### src/shared/protection_switchover_pkg.sv
package protection_switchover_pkg;

   // ==========================================================
   // clock and retry timing
   localparam int CLK_PERIOD_NS = 5;
   // retry period of each timer, in ns; plain defaults, tune per system
   localparam int STD_RETRY_NS = 10000;
   localparam int FORCED_RETRY_NS = 10000;
   localparam int REQ_RETRY_NS = 10000;
   localparam int TMR_W = 12;
   // a least time rounds up to whole cycles
   localparam logic [TMR_W-1:0] STD_RETRY_CYC =
      TMR_W'((STD_RETRY_NS + CLK_PERIOD_NS - 1) / CLK_PERIOD_NS);
   localparam logic [TMR_W-1:0] FORCED_RETRY_CYC =
      TMR_W'((FORCED_RETRY_NS + CLK_PERIOD_NS - 1) / CLK_PERIOD_NS);
   localparam logic [TMR_W-1:0] REQ_RETRY_CYC =
      TMR_W'((REQ_RETRY_NS + CLK_PERIOD_NS - 1) / CLK_PERIOD_NS);
   localparam logic [TMR_W-1:0] TMR_ONE = 12'h001;

   // ==========================================================
   // message field widths
   localparam int LCC_W = 16;
   localparam int LINK_W = 8;
   localparam int TS_W = 5;
   localparam int CAUSE_W = 8;
   localparam logic [LINK_W-1:0] LINK_NONE = 8'h00;
   localparam logic [TS_W-1:0] TS_NONE = 5'h00;
   localparam logic [LCC_W-1:0] LCC_NONE = 16'h0000;
   localparam logic [CAUSE_W-1:0] CAUSE_NONE = 8'h00;
   // cause codes: plain defaults, set to the system's code points
   localparam logic [CAUSE_W-1:0] CAUSE_TARGET_BUSY = 8'h01;
   localparam logic [CAUSE_W-1:0] CAUSE_NOT_POSSIBLE = 8'h02;

   // ==========================================================
   // states
   typedef enum logic [1:0] {an_idle, an_requested, an_le_initiated} an_state_t;
   typedef enum logic [1:0] {le_idle, le_initiated, le_an_requested} le_state_t;

endpackage

### src/design/retry_timer.sv
`timescale 1ns/1ps
module retry_timer
   import protection_switchover_pkg::*;
#(
   parameter logic [TMR_W-1:0] CYCLES = STD_RETRY_CYC
) (
   input wire logic mclk,
   input wire logic rst_n,
   input wire logic start,
   input wire logic restart,
   input wire logic stop,
   output logic expire_q,
   output logic second_q
);

   // ==========================================================
   // run and count
   logic run_q;
   logic [TMR_W-1:0] cnt_q;
   logic seen_q;

   always_ff @(posedge mclk) begin
      if (!rst_n) begin
         run_q <= 1'b0;
         cnt_q <= '0;
      end else if (start || restart) begin
         run_q <= 1'b1;
         cnt_q <= '0;
      end else if (stop) begin
         run_q <= 1'b0;
      end else if (run_q && cnt_q == CYCLES - TMR_ONE) begin
         run_q <= 1'b0;
      end else if (run_q) begin
         cnt_q <= cnt_q + TMR_ONE;
      end
   end

   // ==========================================================
   // expiry pulse and one-bit expiry count
   always_ff @(posedge mclk) begin
      expire_q <= 1'b0;
      second_q <= 1'b0;
      if (!rst_n) begin
         seen_q <= 1'b0;
      end else if (start) begin
         seen_q <= 1'b0;
      end else if (run_q && !restart && !stop && cnt_q == CYCLES - TMR_ONE) begin
         expire_q <= 1'b1;
         second_q <= seen_q;
         seen_q <= 1'b1;
      end
   end

endmodule

### src/design/protection_switchover_fsm.sv
`timescale 1ns/1ps
module protection_switchover_fsm
   import protection_switchover_pkg::*;
(
   input wire logic mclk,
   input wire logic rst_n,
   // AN management primitives
   input wire logic an_mgmt_req,
   input wire logic an_mgmt_oper,
   input wire logic an_mgmt_pref_valid,
   input wire logic [LCC_W-1:0] an_mgmt_lcc,
   input wire logic [LINK_W-1:0] an_mgmt_link,
   input wire logic [TS_W-1:0] an_mgmt_ts,
   input wire logic an_mgmt_ack,
   input wire logic an_mgmt_reject,
   input wire logic [CAUSE_W-1:0] an_mgmt_cause,
   // AN messages from peer
   input wire logic an_rx_com,
   input wire logic an_rx_os_com,
   input wire logic an_rx_reject,
   input wire logic [CAUSE_W-1:0] an_rx_cause,
   // AN messages to peer
   output logic an_tx_req_q,
   output logic an_tx_ack_q,
   output logic an_tx_reject_q,
   output logic [LCC_W-1:0] an_tx_lcc_q,
   output logic [LINK_W-1:0] an_tx_link_q,
   output logic [TS_W-1:0] an_tx_ts_q,
   output logic [CAUSE_W-1:0] an_tx_cause_q,
   // AN indications to management
   output logic an_ind_com_q,
   output logic an_ind_os_com_q,
   output logic an_ind_reject_q,
   output logic an_ind_error_q,
   output logic [CAUSE_W-1:0] an_ind_cause_q,
   output an_state_t an_state_q,
   // LE management primitives
   input wire logic le_mgmt_com,
   input wire logic le_mgmt_os_com,
   input wire logic le_mgmt_reject,
   input wire logic [CAUSE_W-1:0] le_mgmt_cause,
   // LE messages from peer
   input wire logic le_rx_req,
   input wire logic le_rx_ack,
   input wire logic le_rx_reject,
   input wire logic [CAUSE_W-1:0] le_rx_cause,
   // LE messages to peer
   output logic le_tx_com_q,
   output logic le_tx_os_com_q,
   output logic le_tx_reject_q,
   output logic [CAUSE_W-1:0] le_tx_cause_q,
   // LE indications to management
   output logic le_ind_req_q,
   output logic le_ind_ack_q,
   output logic le_ind_reject_q,
   output logic le_ind_error_q,
   output logic [CAUSE_W-1:0] le_ind_cause_q,
   output le_state_t le_state_q
);

   // ==========================================================
   // retry timers
   logic req_start, req_restart, req_stop, req_exp, req_second;
   logic std_start, std_restart, std_stop, std_exp, std_second;
   logic frc_start, frc_restart, frc_stop, frc_exp, frc_second;

   retry_timer #(.CYCLES(REQ_RETRY_CYC)) request_retry_timer (
      .mclk(mclk), .rst_n(rst_n), .start(req_start), .restart(req_restart),
      .stop(req_stop), .expire_q(req_exp), .second_q(req_second)
   );
   retry_timer #(.CYCLES(STD_RETRY_CYC)) std_command_retry_timer (
      .mclk(mclk), .rst_n(rst_n), .start(std_start), .restart(std_restart),
      .stop(std_stop), .expire_q(std_exp), .second_q(std_second)
   );
   retry_timer #(.CYCLES(FORCED_RETRY_CYC)) forced_command_retry_timer (
      .mclk(mclk), .rst_n(rst_n), .start(frc_start), .restart(frc_restart),
      .stop(frc_stop), .expire_q(frc_exp), .second_q(frc_second)
   );

   // ==========================================================
   // AN entity
   an_state_t an_state_d;
   logic an_tx_req_d, an_tx_ack_d, an_tx_reject_d;
   logic an_ind_com_d, an_ind_os_com_d, an_ind_reject_d, an_ind_error_d;
   logic an_forced_q;

   // peer messages take priority over primitives in the same cycle
   always_comb begin
      an_state_d = an_state_q;
      an_tx_req_d = 1'b0;
      an_tx_ack_d = 1'b0;
      an_tx_reject_d = 1'b0;
      an_ind_com_d = 1'b0;
      an_ind_os_com_d = 1'b0;
      an_ind_reject_d = 1'b0;
      an_ind_error_d = 1'b0;
      req_start = 1'b0;
      req_restart = 1'b0;
      req_stop = 1'b0;
      case (an_state_q)
         an_idle: begin
            if (an_rx_com) begin
               an_state_d = an_le_initiated;
               an_ind_com_d = 1'b1;
            end else if (an_rx_os_com) begin
               an_state_d = an_le_initiated;
               an_ind_os_com_d = 1'b1;
            end else if (an_mgmt_req) begin
               an_tx_req_d = 1'b1;
               req_start = 1'b1;
               an_state_d = an_requested;
            end
         end
         an_requested: begin
            if (an_rx_com) begin
               an_state_d = an_le_initiated;
               an_ind_com_d = 1'b1;
               req_stop = 1'b1;
            end else if (an_rx_os_com) begin
               an_state_d = an_le_initiated;
               an_ind_os_com_d = 1'b1;
               req_stop = 1'b1;
            end else if (an_rx_reject) begin
               an_ind_reject_d = 1'b1;
               req_stop = 1'b1;
               an_state_d = an_idle;
            end else if (req_exp && req_second) begin
               an_ind_error_d = 1'b1;
               an_state_d = an_idle;
            end else if (req_exp) begin
               an_tx_req_d = 1'b1;
               req_restart = 1'b1;
            end
         end
         an_le_initiated: begin
            if (an_mgmt_ack) begin
               an_tx_ack_d = 1'b1;
               an_state_d = an_idle;
            end else if (an_mgmt_reject) begin
               an_tx_reject_d = 1'b1;
               an_state_d = an_idle;
            end
         end
         default: an_state_d = an_idle;
      endcase
      // other primitives fall through with no effect
   end

   always_ff @(posedge mclk) begin
      if (!rst_n) begin
         an_state_q <= an_idle;
         an_tx_req_q <= 1'b0;
         an_tx_ack_q <= 1'b0;
         an_tx_reject_q <= 1'b0;
         an_ind_com_q <= 1'b0;
         an_ind_os_com_q <= 1'b0;
         an_ind_reject_q <= 1'b0;
         an_ind_error_q <= 1'b0;
      end else begin
         an_state_q <= an_state_d;
         an_tx_req_q <= an_tx_req_d;
         an_tx_ack_q <= an_tx_ack_d;
         an_tx_reject_q <= an_tx_reject_d;
         an_ind_com_q <= an_ind_com_d;
         an_ind_os_com_q <= an_ind_os_com_d;
         an_ind_reject_q <= an_ind_reject_d;
         an_ind_error_q <= an_ind_error_d;
      end
   end

   // request fields are latched once; a resend repeats them unchanged
   always_ff @(posedge mclk) begin
      if (!rst_n) begin
         an_tx_lcc_q <= LCC_NONE;
         an_tx_link_q <= LINK_NONE;
         an_tx_ts_q <= TS_NONE;
      end else if (an_state_q == an_idle && an_tx_req_d) begin
         an_tx_lcc_q <= an_mgmt_lcc;
         if (an_mgmt_oper && an_mgmt_pref_valid) begin
            an_tx_link_q <= an_mgmt_link;
            an_tx_ts_q <= an_mgmt_ts;
         end else begin
            an_tx_link_q <= LINK_NONE;
            an_tx_ts_q <= TS_NONE;
         end
      end
   end

   // remembers whether the pending command was the forced one
   always_ff @(posedge mclk) begin
      if (!rst_n) begin
         an_forced_q <= 1'b0;
      end else if (an_ind_os_com_d) begin
         an_forced_q <= 1'b1;
      end else if (an_ind_com_d) begin
         an_forced_q <= 1'b0;
      end
   end

   always_ff @(posedge mclk) begin
      if (!rst_n) begin
         an_tx_cause_q <= CAUSE_NONE;
         an_ind_cause_q <= CAUSE_NONE;
      end else begin
         if (an_tx_reject_d) begin
            // forced command may pre-empt, so busy target is no excuse
            if (an_forced_q && an_mgmt_cause == CAUSE_TARGET_BUSY) begin
               an_tx_cause_q <= CAUSE_NOT_POSSIBLE;
            end else begin
               an_tx_cause_q <= an_mgmt_cause;
            end
         end
         if (an_ind_reject_d) begin
            an_ind_cause_q <= an_rx_cause;
         end
      end
   end

   // ==========================================================
   // LE entity
   le_state_t le_state_d;
   logic le_tx_com_d, le_tx_os_com_d, le_tx_reject_d;
   logic le_ind_req_d, le_ind_ack_d, le_ind_reject_d, le_ind_error_d;

   always_comb begin
      le_state_d = le_state_q;
      le_tx_com_d = 1'b0;
      le_tx_os_com_d = 1'b0;
      le_tx_reject_d = 1'b0;
      le_ind_req_d = 1'b0;
      le_ind_ack_d = 1'b0;
      le_ind_reject_d = 1'b0;
      le_ind_error_d = 1'b0;
      std_start = 1'b0;
      std_restart = 1'b0;
      std_stop = 1'b0;
      frc_start = 1'b0;
      frc_restart = 1'b0;
      frc_stop = 1'b0;
      case (le_state_q)
         le_idle: begin
            if (le_rx_req) begin
               le_state_d = le_an_requested;
               le_ind_req_d = 1'b1;
            end else if (le_rx_ack) begin
               le_ind_ack_d = 1'b1;
            end else if (le_rx_reject) begin
               le_ind_reject_d = 1'b1;
            end else if (le_mgmt_com) begin
               le_tx_com_d = 1'b1;
               std_start = 1'b1;
               le_state_d = le_initiated;
            end else if (le_mgmt_os_com) begin
               le_tx_os_com_d = 1'b1;
               frc_start = 1'b1;
               le_state_d = le_initiated;
            end
         end
         le_an_requested: begin
            // forced command is not a legal answer here and is dropped
            if (le_mgmt_com) begin
               le_tx_com_d = 1'b1;
               std_start = 1'b1;
               le_state_d = le_initiated;
            end else if (le_mgmt_reject) begin
               le_tx_reject_d = 1'b1;
               le_state_d = le_idle;
            end
         end
         le_initiated: begin
            if (le_rx_ack) begin
               le_ind_ack_d = 1'b1;
               std_stop = 1'b1;
               frc_stop = 1'b1;
               le_state_d = le_idle;
            end else if (le_rx_reject) begin
               le_ind_reject_d = 1'b1;
               frc_stop = 1'b1;
               std_stop = 1'b1;
               le_state_d = le_idle;
            end else if (le_rx_req) begin
               le_state_d = le_initiated;
            end else if (frc_exp && frc_second) begin
               le_ind_error_d = 1'b1;
               le_state_d = le_idle;
            end else if (frc_exp) begin
               le_tx_os_com_d = 1'b1;
               frc_restart = 1'b1;
            end else if (std_exp && std_second) begin
               le_ind_error_d = 1'b1;
               le_state_d = le_idle;
            end else if (std_exp) begin
               le_tx_com_d = 1'b1;
               std_restart = 1'b1;
            end
         end
         default: le_state_d = le_idle;
      endcase
      // expiries and primitives outside their state do nothing
   end

   always_ff @(posedge mclk) begin
      if (!rst_n) begin
         le_state_q <= le_idle;
         le_tx_com_q <= 1'b0;
         le_tx_os_com_q <= 1'b0;
         le_tx_reject_q <= 1'b0;
         le_ind_req_q <= 1'b0;
         le_ind_ack_q <= 1'b0;
         le_ind_reject_q <= 1'b0;
         le_ind_error_q <= 1'b0;
      end else begin
         le_state_q <= le_state_d;
         le_tx_com_q <= le_tx_com_d;
         le_tx_os_com_q <= le_tx_os_com_d;
         le_tx_reject_q <= le_tx_reject_d;
         le_ind_req_q <= le_ind_req_d;
         le_ind_ack_q <= le_ind_ack_d;
         le_ind_reject_q <= le_ind_reject_d;
         le_ind_error_q <= le_ind_error_d;
      end
   end

   always_ff @(posedge mclk) begin
      if (!rst_n) begin
         le_tx_cause_q <= CAUSE_NONE;
         le_ind_cause_q <= CAUSE_NONE;
      end else begin
         if (le_tx_reject_d) begin
            le_tx_cause_q <= le_mgmt_cause;
         end
         if (le_ind_reject_d) begin
            le_ind_cause_q <= le_rx_cause;
         end
      end
   end
endmodule

### config.mk
export PLATFORM = sky130hd
export DESIGN_NAME = protection_switchover_fsm
export DESIGN_NICKNAME = d
export VERILOG_FILES = /design/src/shared/protection_switchover_pkg.sv /design/src/design/retry_timer.sv /design/src/design/protection_switchover_fsm.sv
export SDC_FILE = /design/constraint.sdc
export NUM_CORES = 1
export LEC_CHECK = 0
export BUFFER_PORTS_ARGS = -buffer_cell sky130_fd_sc_hd__buf_2
export CAP_MARGIN = 20
export CORE_MARGIN = 4
export CORE_UTILIZATION = 45
export DETAILED_ROUTE_END_ITERATION = 8
export PLACE_DENSITY = 0.71
export SYNTH_ARGS = -nofsm -noshare
export SYNTH_HDL_FRONTEND = slang
export SYNTH_HIERARCHICAL = 1
export SYNTH_SLANG_ARGS = --single-unit
### constraint.sdc
create_clock -name mclk -period 2.55 [get_ports mclk]
set_clock_uncertainty 0.2 [all_clocks]
set_input_delay 0.1275 -clock mclk [delete_from_list [all_inputs] [get_ports mclk]]
set_output_delay 0.1275 -clock mclk [all_outputs]
set_load 0.02 [all_outputs]
==> results.sh, run 1 <==
export IMPL_worstReg2RegStart="an_state_q[0]"
export IMPL_grt_use_met3_pct=6.22
export IMPL_final_nets=914
export IMPL_required_ps=2700
export IMPL_final_setup_tns_ps=0
export IMPL_drc=0
export IMPL_peakVddDrop_mv=0.353
export IMPL_cts_setup_buffers=0
export IMPL_holdWs_ps=14.5
export IMPL_avgSynthCellArea_um2=8.98
export IMPL_cp_end_kind="register"
export IMPL_numPortBuffers=155
export IMPL_dp_slack_ps=243
export IMPL_synth_area_um2=5320
export IMPL_cpMostUsedCell="dlygate4sd3_1"
export IMPL_path_delay_family="buffers and inverters"
export IMPL_crit_path_start_kind="input port"
export IMPL_drv_slew=0
export IMPL_crit_chain="dlygate4sd3_1 -> buf_2 -> nor3_4 -> nand4b_1 -> dlygate4sd3_1 -> a21oi_1 -> dlygate4sd3_1"
export IMPL_cts_buffers=17
export IMPL_synth_cell_types=54
export IMPL_tritoncts="yes"
export IMPL_slowest_stage="dlygate4sd3_1"
export IMPL_grt_pass1_vias=5594
export IMPL_rows=39
export IMPL_ys_seq_area_share_pct=48.1
export IMPL_path_buf_inv=4
export IMPL_setup_ws_ps=164
export IMPL_antenna_found_initial=0
export IMPL_htree_levels=4
export IMPL_grt_max_degree=47
export IMPL_grt_usage_pct=23.7
export IMPL_reg2reg_slack_ps=220
export IMPL_crit_arrival_ps=2540
export IMPL_drt_first_pass_iters=5
export IMPL_clkPwrFrac_pct=49.3
export IMPL_fillers=869
export IMPL_syn_num_nets=673
export IMPL_critPathMaxStageDelay_ps=590
export IMPL_startpoint="le_rx_req"
export IMPL_hold_violations=0
export IMPL_wl_um=16100
export IMPL_hold_path_class="input port to register"
export IMPL_met1_usage_pct=27.7
export IMPL_core_area_um2=11500
export IMPL_async_flop_share_pct=0
export IMPL_cp_endpoint="le_tx_os_com_q"
export IMPL_cap_viol_max_count=0
export IMPL_place_congestion=0.822
export IMPL_grt_pass1_wl_um=25900
export IMPL_combinationalPowerShare_pct=9.4
export IMPL_use_met2_pct=40.7
export IMPL_rr_endpoint="request_retry_timer/cnt_q[1]"
export IMPL_ys_flop_type="dfxtp_1"
export IMPL_critical_path_depth=7
export IMPL_outcome="finished, final reports clean"
export IMPL_drt_iter0_markers=609
export IMPL_clock_path_buffers=2
export IMPL_power_leakage_nw=3.13
export IMPL_busiest_layer="met2"
export IMPL_setup_viol=0
export IMPL_cts_clk_slew_worst_paths_ps=50
export IMPL_ios=156
export IMPL_syn2layout_area_growth_pct=46.0
export IMPL_start_util_pct=46.2
export IMPL_clock_root_buffer="clkbuf_16"
export IMPL_die_w_um=117
export IMPL_gr_total_overflow=0
export IMPL_clock_sinks=128
export IMPL_p_int_w=0.00392
export IMPL_p_per_area_nw_per_um2=646
export IMPL_ys_warn_count=6
export IMPL_dp_final_hpwl_um=9900
export IMPL_drive_gt1_share_pct=26.8
export IMPL_die_area_um2=13600
export IMPL_reg2reg_depth=6
export IMPL_max_freq_mhz=419
export IMPL_worstMarginPinSlew_ps=879
export IMPL_path_class="input port to register"
export IMPL_synth_edf_count=0
export IMPL_layoutNonFillerInstCount=989
export IMPL_slew_headroom_pct=41.3
export IMPL_seqPwrFrac_pct=41.3
export IMPL_fin_crit_ps=2390
export IMPL_routed_via_count=5587
export IMPL_power_switching_w=0.00110
export IMPL_insertion_delay_ps=410
export IMPL_min_period_over_period_pct=93.6
export IMPL_viasPerCell=5.65
export IMPL_rsz0062_at_grt="no"
export IMPL_cp_max_fo=8
export IMPL_ant_nets=0
export IMPL_ys_ff_latch=128
export IMPL_multi_input_area_um2=2580
export IMPL_syn_inst=593
export IMPL_swShare_pct=21.9
export IMPL_placedCellCount=867
export IMPL_die_h_um=117
export IMPL_regArea_um2=2560
export IMPL_wl_per_cell_um=16.3
==> state kept, by name (all words and copies together), names as in the netlist, 2 cells and up <==
signal,flops
an_ind_cause_q,8
an_state_q,2
an_tx_cause_q,8
an_tx_lcc_q,16
an_tx_link_q,8
an_tx_ts_q,5
forced_command_retry_timer/cnt_q,12
le_ind_cause_q,8
le_state_q,2
le_tx_cause_q,8
request_retry_timer/cnt_q,12
std_command_retry_timer/cnt_q,12
==> synthesized netlist by cell type, types with 4 or more instances <==
| cell type | instances | share of area, % |
|---|---|---|
| a2111oi_0 | 4 | 0.66 |
| a21oi_1 | 58 | 5.5 |
| a31o_2 | 10 | 1.6 |
| a31oi_1 | 5 | 0.59 |
| and2_1 | 9 | 1.1 |
| and3_1 | 5 | 0.59 |
| buf_2 | 7 | 0.66 |
| clkbuf_1 | 25 | 1.8 |
| dfxtp_1 | 128 | 48 |
| inv_1 | 16 | 1.1 |
| mux2i_1 | 14 | 2.6 |
| nand2_1 | 18 | 1.3 |
| nand2b_1 | 5 | 0.59 |
| nand3_1 | 44 | 4.1 |
| nand4_1 | 26 | 3.1 |
| nor2_1 | 43 | 3.0 |
| nor2b_1 | 9 | 1.1 |
| nor3_1 | 15 | 1.4 |
| nor4_1 | 12 | 1.4 |
| o21ai_0 | 47 | 4.4 |
| o31ai_1 | 11 | 1.6 |
| or4_1 | 4 | 0.56 |
| xnor2_1 | 15 | 2.5 |
==> per-layer routing <==
layer	vias to the layer above	wire [um]
met3	39	1060
met4	0	402
met5	-	0
met1	2647	6740
met2	233	7940
li1	2668	-
==> worst min-delay path by stage <==
stage                        to  slack [ps]              from  cells past startpoint
4_1_cts             an_tx_req_q          10       an_mgmt_req                      4
5_1_grt             an_tx_req_q          30       an_mgmt_req                      4
6_report           le_ind_ack_q          10             rst_n                      3
3_3_place_gp   le_tx_cause_q[3]         160  le_mgmt_cause[3]                      3
3_5_place_dp   le_tx_cause_q[1]         170  le_mgmt_cause[1]                      3
2_1_floorplan       an_tx_ack_q          50       an_mgmt_ack                      2
==> worst reg2reg max path: stages, from the launching register on <==
cell,delay [ps]
dfxtp_1,500
or4b_4,600
nor4b_4,260
nor2_1,100
and2_1,200
and3_1,170
a32o_1,190
==> logic make-up (layout without fill, tap and decap cells) <==
kind of cell | count (synthesis) | count (layout) | share of synthesized area [%]
compound gates | 153 | 153 | 17.2
xor+xnor | 18 | 18 | 2.96
fa+ha+maj | 3 | 3 | 0.705
buf+inv | 53 | 304 | 4.04
flops | 128 | 128 | 48.1
mux | 14 | 14 | 2.63
other cells | 0 | 2 | 0
simple gates | 224 | 224 | 24.3
==> per-stage QoR <==
stage	utilization, %	total power (W)	area, um2
after floorplan	-	0.00231	5320
final	67.5	0.00502	7770
after global routing	67.4	0.00520	7770
after global placement	54.2	0.00246	6240
after CTS	67.3	0.00503	7750
after detailed placement	54.2	0.00247	6240
==> power groups by stage <==
stage | logic, W | registers [W] | clock network [W]
2_1_floorplan | 0.000171 | 0.00214 | 0
3_3_place_gp | 0.000351 | 0.00211 | 0
3_5_place_dp | 0.000358 | 0.00211 | 0
4_1_cts | 0.000456 | 0.00207 | 0.00250
5_1_grt | 0.000510 | 0.00208 | 0.00261
6_report | 0.000472 | 0.00207 | 0.00247
==> placed cells by master, fill, tap and decap left out, types with 14 or more instances in the layout <==
cell type,count
buf_2,155
dfxtp_1,128
dlygate4sd3_1,91
a21oi_1,58
o21ai_0,47
nand3_1,44
nor2_1,43
nand4_1,26
nand2_1,18
clkbuf_16,17
inv_1,15
xnor2_1,15
mux2i_1,14
nor3_1,14
==> final cells by class <==
type | count | share of cell area (%)
clock buffers | 22 | 5.97
repair buffers | 258 | 22.9
well taps | 143 | 2.30
inverters | 17 | 0.821
multi-input cells | 412 | 33.3
flip-flops and latches | 128 | 33.0
diodes | 2 | 0.0644
clock inverters | 7 | 1.74
==> timing repair <==
action | 4_1_cts | 5_1_grt
resized for setup | 0 | 3
hold endpoints to repair | 74 | 0
hold buffers | 91 | 0
setup endpoints to repair | 0 | 2
No activity file was read; power rests on OpenSTA's default activity.
==> inputs of run 2 (changes only) <==
--- a/config.mk
+++ b/config.mk
@@ -5,13 +5,13 @@
 export SDC_FILE = /design/constraint.sdc
 export NUM_CORES = 1
 export LEC_CHECK = 0
+export ABC_AREA = 1
 export BUFFER_PORTS_ARGS = -buffer_cell sky130_fd_sc_hd__buf_2
 export CAP_MARGIN = 20
 export CORE_MARGIN = 4
 export CORE_UTILIZATION = 45
 export DETAILED_ROUTE_END_ITERATION = 8
-export PLACE_DENSITY = 0.71
+export PLACE_DENSITY = 0.7
 export SYNTH_ARGS = -nofsm -noshare
 export SYNTH_HDL_FRONTEND = slang
-export SYNTH_HIERARCHICAL = 1
 export SYNTH_SLANG_ARGS = --single-unit
==> run 2 against run 1 <==
Effect of this change: power shrank 5.0%; register-to-register slack is essentially flat; clock power fell by 11%; largest cell class unchanged.
==> results.sh, run 2 <==
export IMPL_outcome="finished, final reports clean"
export IMPL_die_w_um=119
export IMPL_final_cell_mix="212 x nand2_1, 155 x buf_2, 128 x dfxtp_1"
export IMPL_rows=40
export IMPL_cts_clk_slew_worst_paths_ps=60
export IMPL_cp_end_kind="register"
export IMPL_clock_path_buffers=2
export IMPL_min_period_over_period_pct=96.4
export IMPL_crit_path_start_kind="input port"
export IMPL_path_buf_inv=4
export IMPL_synth_cell_types=31
export IMPL_wl_um=16100
export IMPL_critPathMaxStageDelay_ps=560
export IMPL_slew_headroom_pct=59.8
export IMPL_clock_sinks=128
export IMPL_die_h_um=119
export IMPL_ys_warn_count=0
export IMPL_final_setup_tns_ps=0
export IMPL_path_delay_family="buffers and inverters"
export IMPL_holdWs_ps=23.1
export IMPL_setup_viol=0
export IMPL_start_util_pct=46.1
export IMPL_required_ps=2650
export IMPL_grt_pass1_vias=5798
export IMPL_synth_area_top_cells="dfxtp_1 46%, nand2_1 14%, nor2_1 7.6%, a21oi_1 6.3%, nand3_1 4.5%"
export IMPL_drt_first_pass_iters=5
export IMPL_hold_violations=0
export IMPL_avgSynthCellArea_um2=7.13
export IMPL_synth_edf_count=0
export IMPL_n_antenna_cell=0
export IMPL_synth_top_cell_area_share_pct=46.1
export IMPL_grt_usage_pct=23.0
export IMPL_routed_via_count=5995
export IMPL_drive_gt1_share_pct=22.5
export IMPL_peakVddDrop_mv=0.583
export IMPL_regMostFlops="an_tx_lcc_q"
export IMPL_power_leakage_nw=3.49
export IMPL_numPortBuffers=155
export IMPL_max_freq_mhz=407
export IMPL_ys_flop_type="dfxtp_1"
export IMPL_slowest_stage="dlygate4sd3_1"
export IMPL_die_area_um2=14200
export IMPL_antenna_found_initial=0
export IMPL_gr_total_overflow=0
export IMPL_syn_num_nets=859
export IMPL_busiest_layer="met2"
export IMPL_crit_arrival_ps=2560
export IMPL_cpMostUsedCell="dlygate4sd3_1"
export IMPL_met1_usage_pct=27.7
export IMPL_largest_register_ffs=16
export IMPL_synthTopCellsByCount="212 x nand2_1, 128 x dfxtp_1, 112 x nor2_1"
export IMPL_placed_area_um2=6470
export IMPL_htree_levels=4
export IMPL_ios=156
export IMPL_cts_buffers=17
export IMPL_use_met2_pct=37.9
export IMPL_ys_ff_latch=128
export IMPL_drc=0
export IMPL_multi_input_area_um2=2650
export IMPL_p_per_area_nw_per_um2=593
export IMPL_drv_slew=0
export IMPL_drt_iter0_markers=408
export IMPL_core_area_um2=12100
export IMPL_viasPerCell=4.91
export IMPL_fillers=983
export IMPL_tritoncts="yes"
export IMPL_ant_nets=0
export IMPL_ys_seq_area_share_pct=46.1
export IMPL_insertion_delay_ps=410
export IMPL_rsz0062_at_grt="no"
export IMPL_yosysMostFrequentCell="nand2_1"
export IMPL_dp_final_hpwl_um=10200
export IMPL_hold_path_class="input port to register"
export IMPL_cp_max_fo=8
export IMPL_grt_use_met3_pct=6.03
export IMPL_grt_pass1_wl_um=26900
export IMPL_syn_inst=779
export IMPL_cap_viol_max_count=0
export IMPL_syn2layout_area_growth_pct=44.7
export IMPL_design_area_um2=8040
export IMPL_synth_top_area_cell="dfxtp_1"
export IMPL_synth_area_um2=5560
export IMPL_async_flop_share_pct=0
export IMPL_path_class="input port to register"
export IMPL_regArea_um2=2560
export IMPL_layout_commonest_cell="nand2_1"
export IMPL_worstMarginPinSlew_ps=601
export IMPL_grt_max_degree=32
export IMPL_place_congestion=0.861
export IMPL_fin_crit_ps=2460
export IMPL_crit_chain="dlygate4sd3_1 -> buf_2 -> nor2_2 -> nand4_4 -> a21oi_1 -> dlygate4sd3_1 -> nor2_1 -> dlygate4sd3_1"
export IMPL_final_nets=1121
export IMPL_clock_root_buffer="clkbuf_16"
export IMPL_wl_per_cell_um=13.2
## run 2: cell types whose count changed in the layout (fill, tap and decap cells not counted), sizes merged, moves of 10 or more
cell         delta
nand2         +204
nor2           +78
inv            +52
a21oi          +20
mux2i          -14
dlygate4sd3    +12
nor4           -12
xnor2          -12
o21ai          -11
o31ai          -11
a31o           -10
nand4          -10
## run 2: area by class of cell
class | count | share of cell area (%)
Clock buffer | 19 | 5.38
Clock inverter | 11 | 1.17
Inverter | 67 | 3.13
Multi-Input combinational cell | 564 | 32.9
Sequential cell | 128 | 31.9
Tap cell | 168 | 2.61
Timing Repair Buffer | 263 | 22.9
## run 2: path summary, 6_finish.rpt
kind	from	endpoint	slack (ps)	cells past startpoint
setup / recovery	an_rx_com	an_tx_ts_q[0]	90	8
hold / removal	an_mgmt_req	request_retry_timer.seen_q	20	4
setup reg to reg	an_state_q[0]	an_state_q[0]	230	6
hold reg to reg	forced_command_retry_timer.seen_q	forced_command_retry_timer.second_q	230	2
## run 2: tightest hold or removal path: cells and delay by family
kind                   cells  cell delay (ps)
and+or+nand+nor            2              220
AOI/OAI and AO/OA          1              140
buffers and inverters      1              110
## run 2: cells by family (layout without fill, tap and decap cells)
group                      count (synthesis)  after routing  share of synthesized area (%)
xor gates and xnor gates                  10             10                           1.58
adders and majority gates                  3              3                          0.676
DFF                                      128            128                           46.1
AOI/OAI and AO/OA                        115            115                           11.0
buffers and inverters                     87            360                           6.44
and+or+nand+nor                          436            436                           34.2
## run 2: where the power goes
group | total, W | switching, W | internal (W)
Clock | 0.00219 | 0.000874 | 0.00132
Combinational | 0.000497 | 0.000277 | 0.000220
Sequential | 0.00207 | 0.0000274 | 0.00205
## run 2: what timing repair did
action	in CTS	in global routing
endpoints found under the setup margin	0	3
resized for setup	0	1
hold endpoints to repair	79	0
buffers inserted	0	1
hold buffers	103	0
## run 2: metal layers
layer | wire length (um) | share of wire (%)
met5 | 0 | 0
met1 | 6870 | 43
met2 | 7770 | 48
met4 | 546 | 3.4
met3 | 897 | 5.6
## run 2: metrics by stage
stage               power (W)  utilization (%)  setup WS (ps)  instances
floorplan             0.00234                -            872        779
global placement      0.00248             53.6            695       1086
detailed placement    0.00249             53.6            656       1086
CTS                   0.00478             66.5           95.9       1219
global route          0.00494             66.7           11.7       1220
finish                0.00477             66.7           92.2       1220
==> inputs of run 3 (changes only) <==
--- a/config.mk
+++ b/config.mk
@@ -14,4 +14,5 @@
 export PLACE_DENSITY = 0.7
 export SYNTH_ARGS = -nofsm -noshare
 export SYNTH_HDL_FRONTEND = slang
+export SYNTH_HIERARCHICAL = 1
 export SYNTH_SLANG_ARGS = --single-unit
==> run 3 against run 2 <==
Effect of this change: sequential share of layout area is 0.81 points lower; global-route usage is 0.44 points lower; synthesized cell count is 4.1% higher; register-to-register slack worse by 100 ps; combinational power is 16% higher; highest routed layer unchanged.
==> results.sh, run 3 <==
export IMPL_outcome="finished, final reports clean"
export IMPL_rsz0062_at_grt="no"
export IMPL_ys_warn_count=6
export IMPL_reg2reg_depth=7
export IMPL_seqPwrFrac_pct=42.4
export IMPL_peakVddDrop_mv=0.338
export IMPL_ys_ff_latch=128
export IMPL_die_h_um=121
export IMPL_die_w_um=121
export IMPL_hold_violations=0
export IMPL_fillers=1001
export IMPL_synth_compound_area_share_pct=8.15
export IMPL_start_util_pct=46.8
export IMPL_clock_root_buffer="clkbuf_16"
export IMPL_required_ps=2660
export IMPL_synth_area_top_cells="dfxtp_1 45%, nand2_1 12%, nor2_1 11%, inv_1 5.6%, nand3_1 4.6%"
export IMPL_async_flop_share_pct=0
export IMPL_p_int_w=0.00367
export IMPL_synth_adder_area_share_pct=0.654
export IMPL_avgSynthCellArea_um2=7.08
export IMPL_cts_buffers=17
export IMPL_placedCellCount=1116
export IMPL_regMostFlops="an_tx_lcc_q"
export IMPL_utilization_pct=67.3
export IMPL_insertion_delay_ps=420
export IMPL_grt_usage_pct=22.5
export IMPL_drc=0
export IMPL_startpoint="an_mgmt_cause[1]"
export IMPL_reg2reg_slack_ps=130
export IMPL_clock_sinks=128
export IMPL_critPathMaxStageDelay_ps=570
export IMPL_path_buf_inv=5
export IMPL_routed_via_count=6105
export IMPL_drive_gt1_share_pct=21.8
export IMPL_synth_area_um2=5740
export IMPL_layout_commonest_cell="nand2_1"
export IMPL_worstReg2RegStart="an_state_q[1]"
export IMPL_synth_top_family_by_area="simple AND/OR/NAND/NOR gates"
export IMPL_synth_cell_types=35
export IMPL_crit_arrival_ps=2530
export IMPL_placed_area_um2=6640
export IMPL_die_area_um2=14600
export IMPL_largest_register_ffs=16
export IMPL_synth_xor_area_share_pct=0.915
export IMPL_viasPerCell=4.86
export IMPL_cp_max_fo=2
export IMPL_ant_nets=0
export IMPL_synthTopCellsByCount="179 x nand2_1, 162 x nor2_1, 128 x dfxtp_1"
export IMPL_synth_edf_count=0
export IMPL_critical_path_depth=10
export IMPL_cts_clk_slew_worst_paths_ps=60
export IMPL_grt_pass1_vias=5757
export IMPL_cap_viol_max_count=0
export IMPL_gr_total_overflow=0
export IMPL_tritoncts="yes"
export IMPL_min_period_over_period_pct=95.2
export IMPL_crit_chain="dlygate4sd3_1 -> buf_2 -> inv_1 -> nand2_1 -> nor3_1 -> nand4_1 -> nand2_1 -> dlygate4sd3_1 -> a21oi_1 -> dlygate4sd3_1"
export IMPL_design_area_um2=8250
export IMPL_cp_endpoint="an_tx_cause_q[0]"
export IMPL_path_class="input port to register"
export IMPL_ios=156
export IMPL_power_switching_w=0.00127
export IMPL_slowest_stage="dlygate4sd3_1"
export IMPL_drt_first_pass_iters=5
export IMPL_slew_headroom_pct=61.8
export IMPL_syn_inst=811
export IMPL_synth_top_area_cell="dfxtp_1"
export IMPL_grt_pass1_wl_um=26700
export IMPL_yosysMostFrequentCell="nand2_1"
export IMPL_swShare_pct=25.8
export IMPL_synthSimpleGateAreaFrac_pct=36.8
export IMPL_layoutNonFillerInstCount=1255
export IMPL_power_leakage_nw=3.74
export IMPL_ys_flop_type="dfxtp_1"
export IMPL_combinationalPowerShare_pct=11.7
export IMPL_max_freq_mhz=412
export IMPL_synthMuxAreaShare_pct=0
export IMPL_htree_levels=4
export IMPL_place_congestion=0.885
export IMPL_numPortBuffers=155
export IMPL_worstMarginPinSlew_ps=569
export IMPL_p_per_area_nw_per_um2=599
export IMPL_path_delay_family="buffers and inverters"
export IMPL_crit_path_start_kind="input port"
export IMPL_ys_seq_area_share_pct=44.6
export IMPL_setup_viol=0
export IMPL_clock_path_buffers=2
export IMPL_final_nets=1153
export IMPL_fin_crit_ps=2430
export IMPL_rows=40
export IMPL_hold_path_class="input port to register"
export IMPL_synth_top_cell_area_share_pct=44.6
export IMPL_cpMostUsedCell="dlygate4sd3_1"
export IMPL_drt_iter0_markers=352
export IMPL_final_cell_mix="179 x nand2_1, 162 x nor2_1, 155 x buf_2"
export IMPL_core_area_um2=12300
export IMPL_rr_endpoint="an_tx_cause_q[6]"
export IMPL_final_setup_tns_ps=0
export IMPL_syn_num_nets=891
export IMPL_holdWs_ps=35.8
export IMPL_grt_max_degree=41
export IMPL_syn2layout_area_growth_pct=43.7
export IMPL_clkPwrFrac_pct=45.9
export IMPL_cp_end_kind="register"
export IMPL_antenna_found_initial=0
export IMPL_wl_um=16900
export IMPL_dp_final_hpwl_um=10200
export IMPL_wl_per_cell_um=13.4
export IMPL_drv_slew=0
## run 3: changes by cell type after synthesis, sizes merged, moves of 5 or more
cell    previous run  this run
a21oi             78        48
clkinv             0         5
inv               67        94
nand2            225       183
nand3             53        66
nand4             16        29
nor2             122       171
## run 3: power by group through the flow
stage,sequential [W],combinational (W),clock [W]
floorplan,0.00218,0.000220,0
global placement,0.00213,0.000434,0
detailed placement,0.00213,0.000435,0
CTS,0.00209,0.000559,0.00230
global route,0.00210,0.000632,0.00240
finish,0.00209,0.000578,0.00227
## run 3: how the worst min path moves through the flow
stage / start / endpoint / slack [ps] / cells after the start
final: le_rx_ack / le_tx_com_q / 40 / 6
after global routing: le_rx_ack / le_tx_com_q / 70 / 6
after CTS: le_rx_ack / forced_command_retry_timer/run_q / 30 / 6
after detailed placement: an_rx_reject / an_ind_error_q / 140 / 2
after global placement: an_rx_reject / an_ind_error_q / 140 / 2
after floorplan: an_rx_reject / an_ind_error_q / 5 / 1
## run 3: cell families (layout without fill, tap and decap cells)
kind of cell    Yosys count  count (layout)
compound gates           89              89
xor+xnor                  6               6
fa+ha+maj                 3               3
buf+inv                 123             398
flops                   128             128
other cells               0               1
simple gates            462             462
## run 3: cell type report
class,instances,area (um2),area share [%]
multi-input cells,560,2670,32.4
clock buffers,19,443,5.37
clock inverters,13,113,1.36
flip-flops and latches,128,2560,31.1
repair buffers,267,1870,22.7
well taps,168,210,2.55
inverters,99,377,4.56
diodes,1,2.50,0.0303
## run 3: metal layers
layer  global-route usage, %  vias up  wire length (um)
met3                    5.64       47              1180
met2                    38.8      213              8260
met5                       0        -                 0
met1                    25.9     2726              6890
met4                    11.0        0               529
li1                        -     3119                 -
## run 3: per-stage QoR
stage	power, W	worst slack [ps]
3_5_place_dp	0.00257	547
4_1_cts	0.00495	11.9
2_1_floorplan	0.00240	685
5_1_grt	0.00514	30.4
6_report	0.00494	124
3_3_place_gp	0.00257	610
## run 3: tightest hold or removal path: cells and delay by family
kind	cells	cell delay, ps
buffers and inverters	1	110
AND/OR/NAND/NOR	5	380
## run 3: repair_timing
action	in CTS	in global routing
endpoints found under the setup margin	0	2
gates resized for setup	0	1
hold buffers	103	0
setup buffers	0	3
hold endpoints to repair	85	0
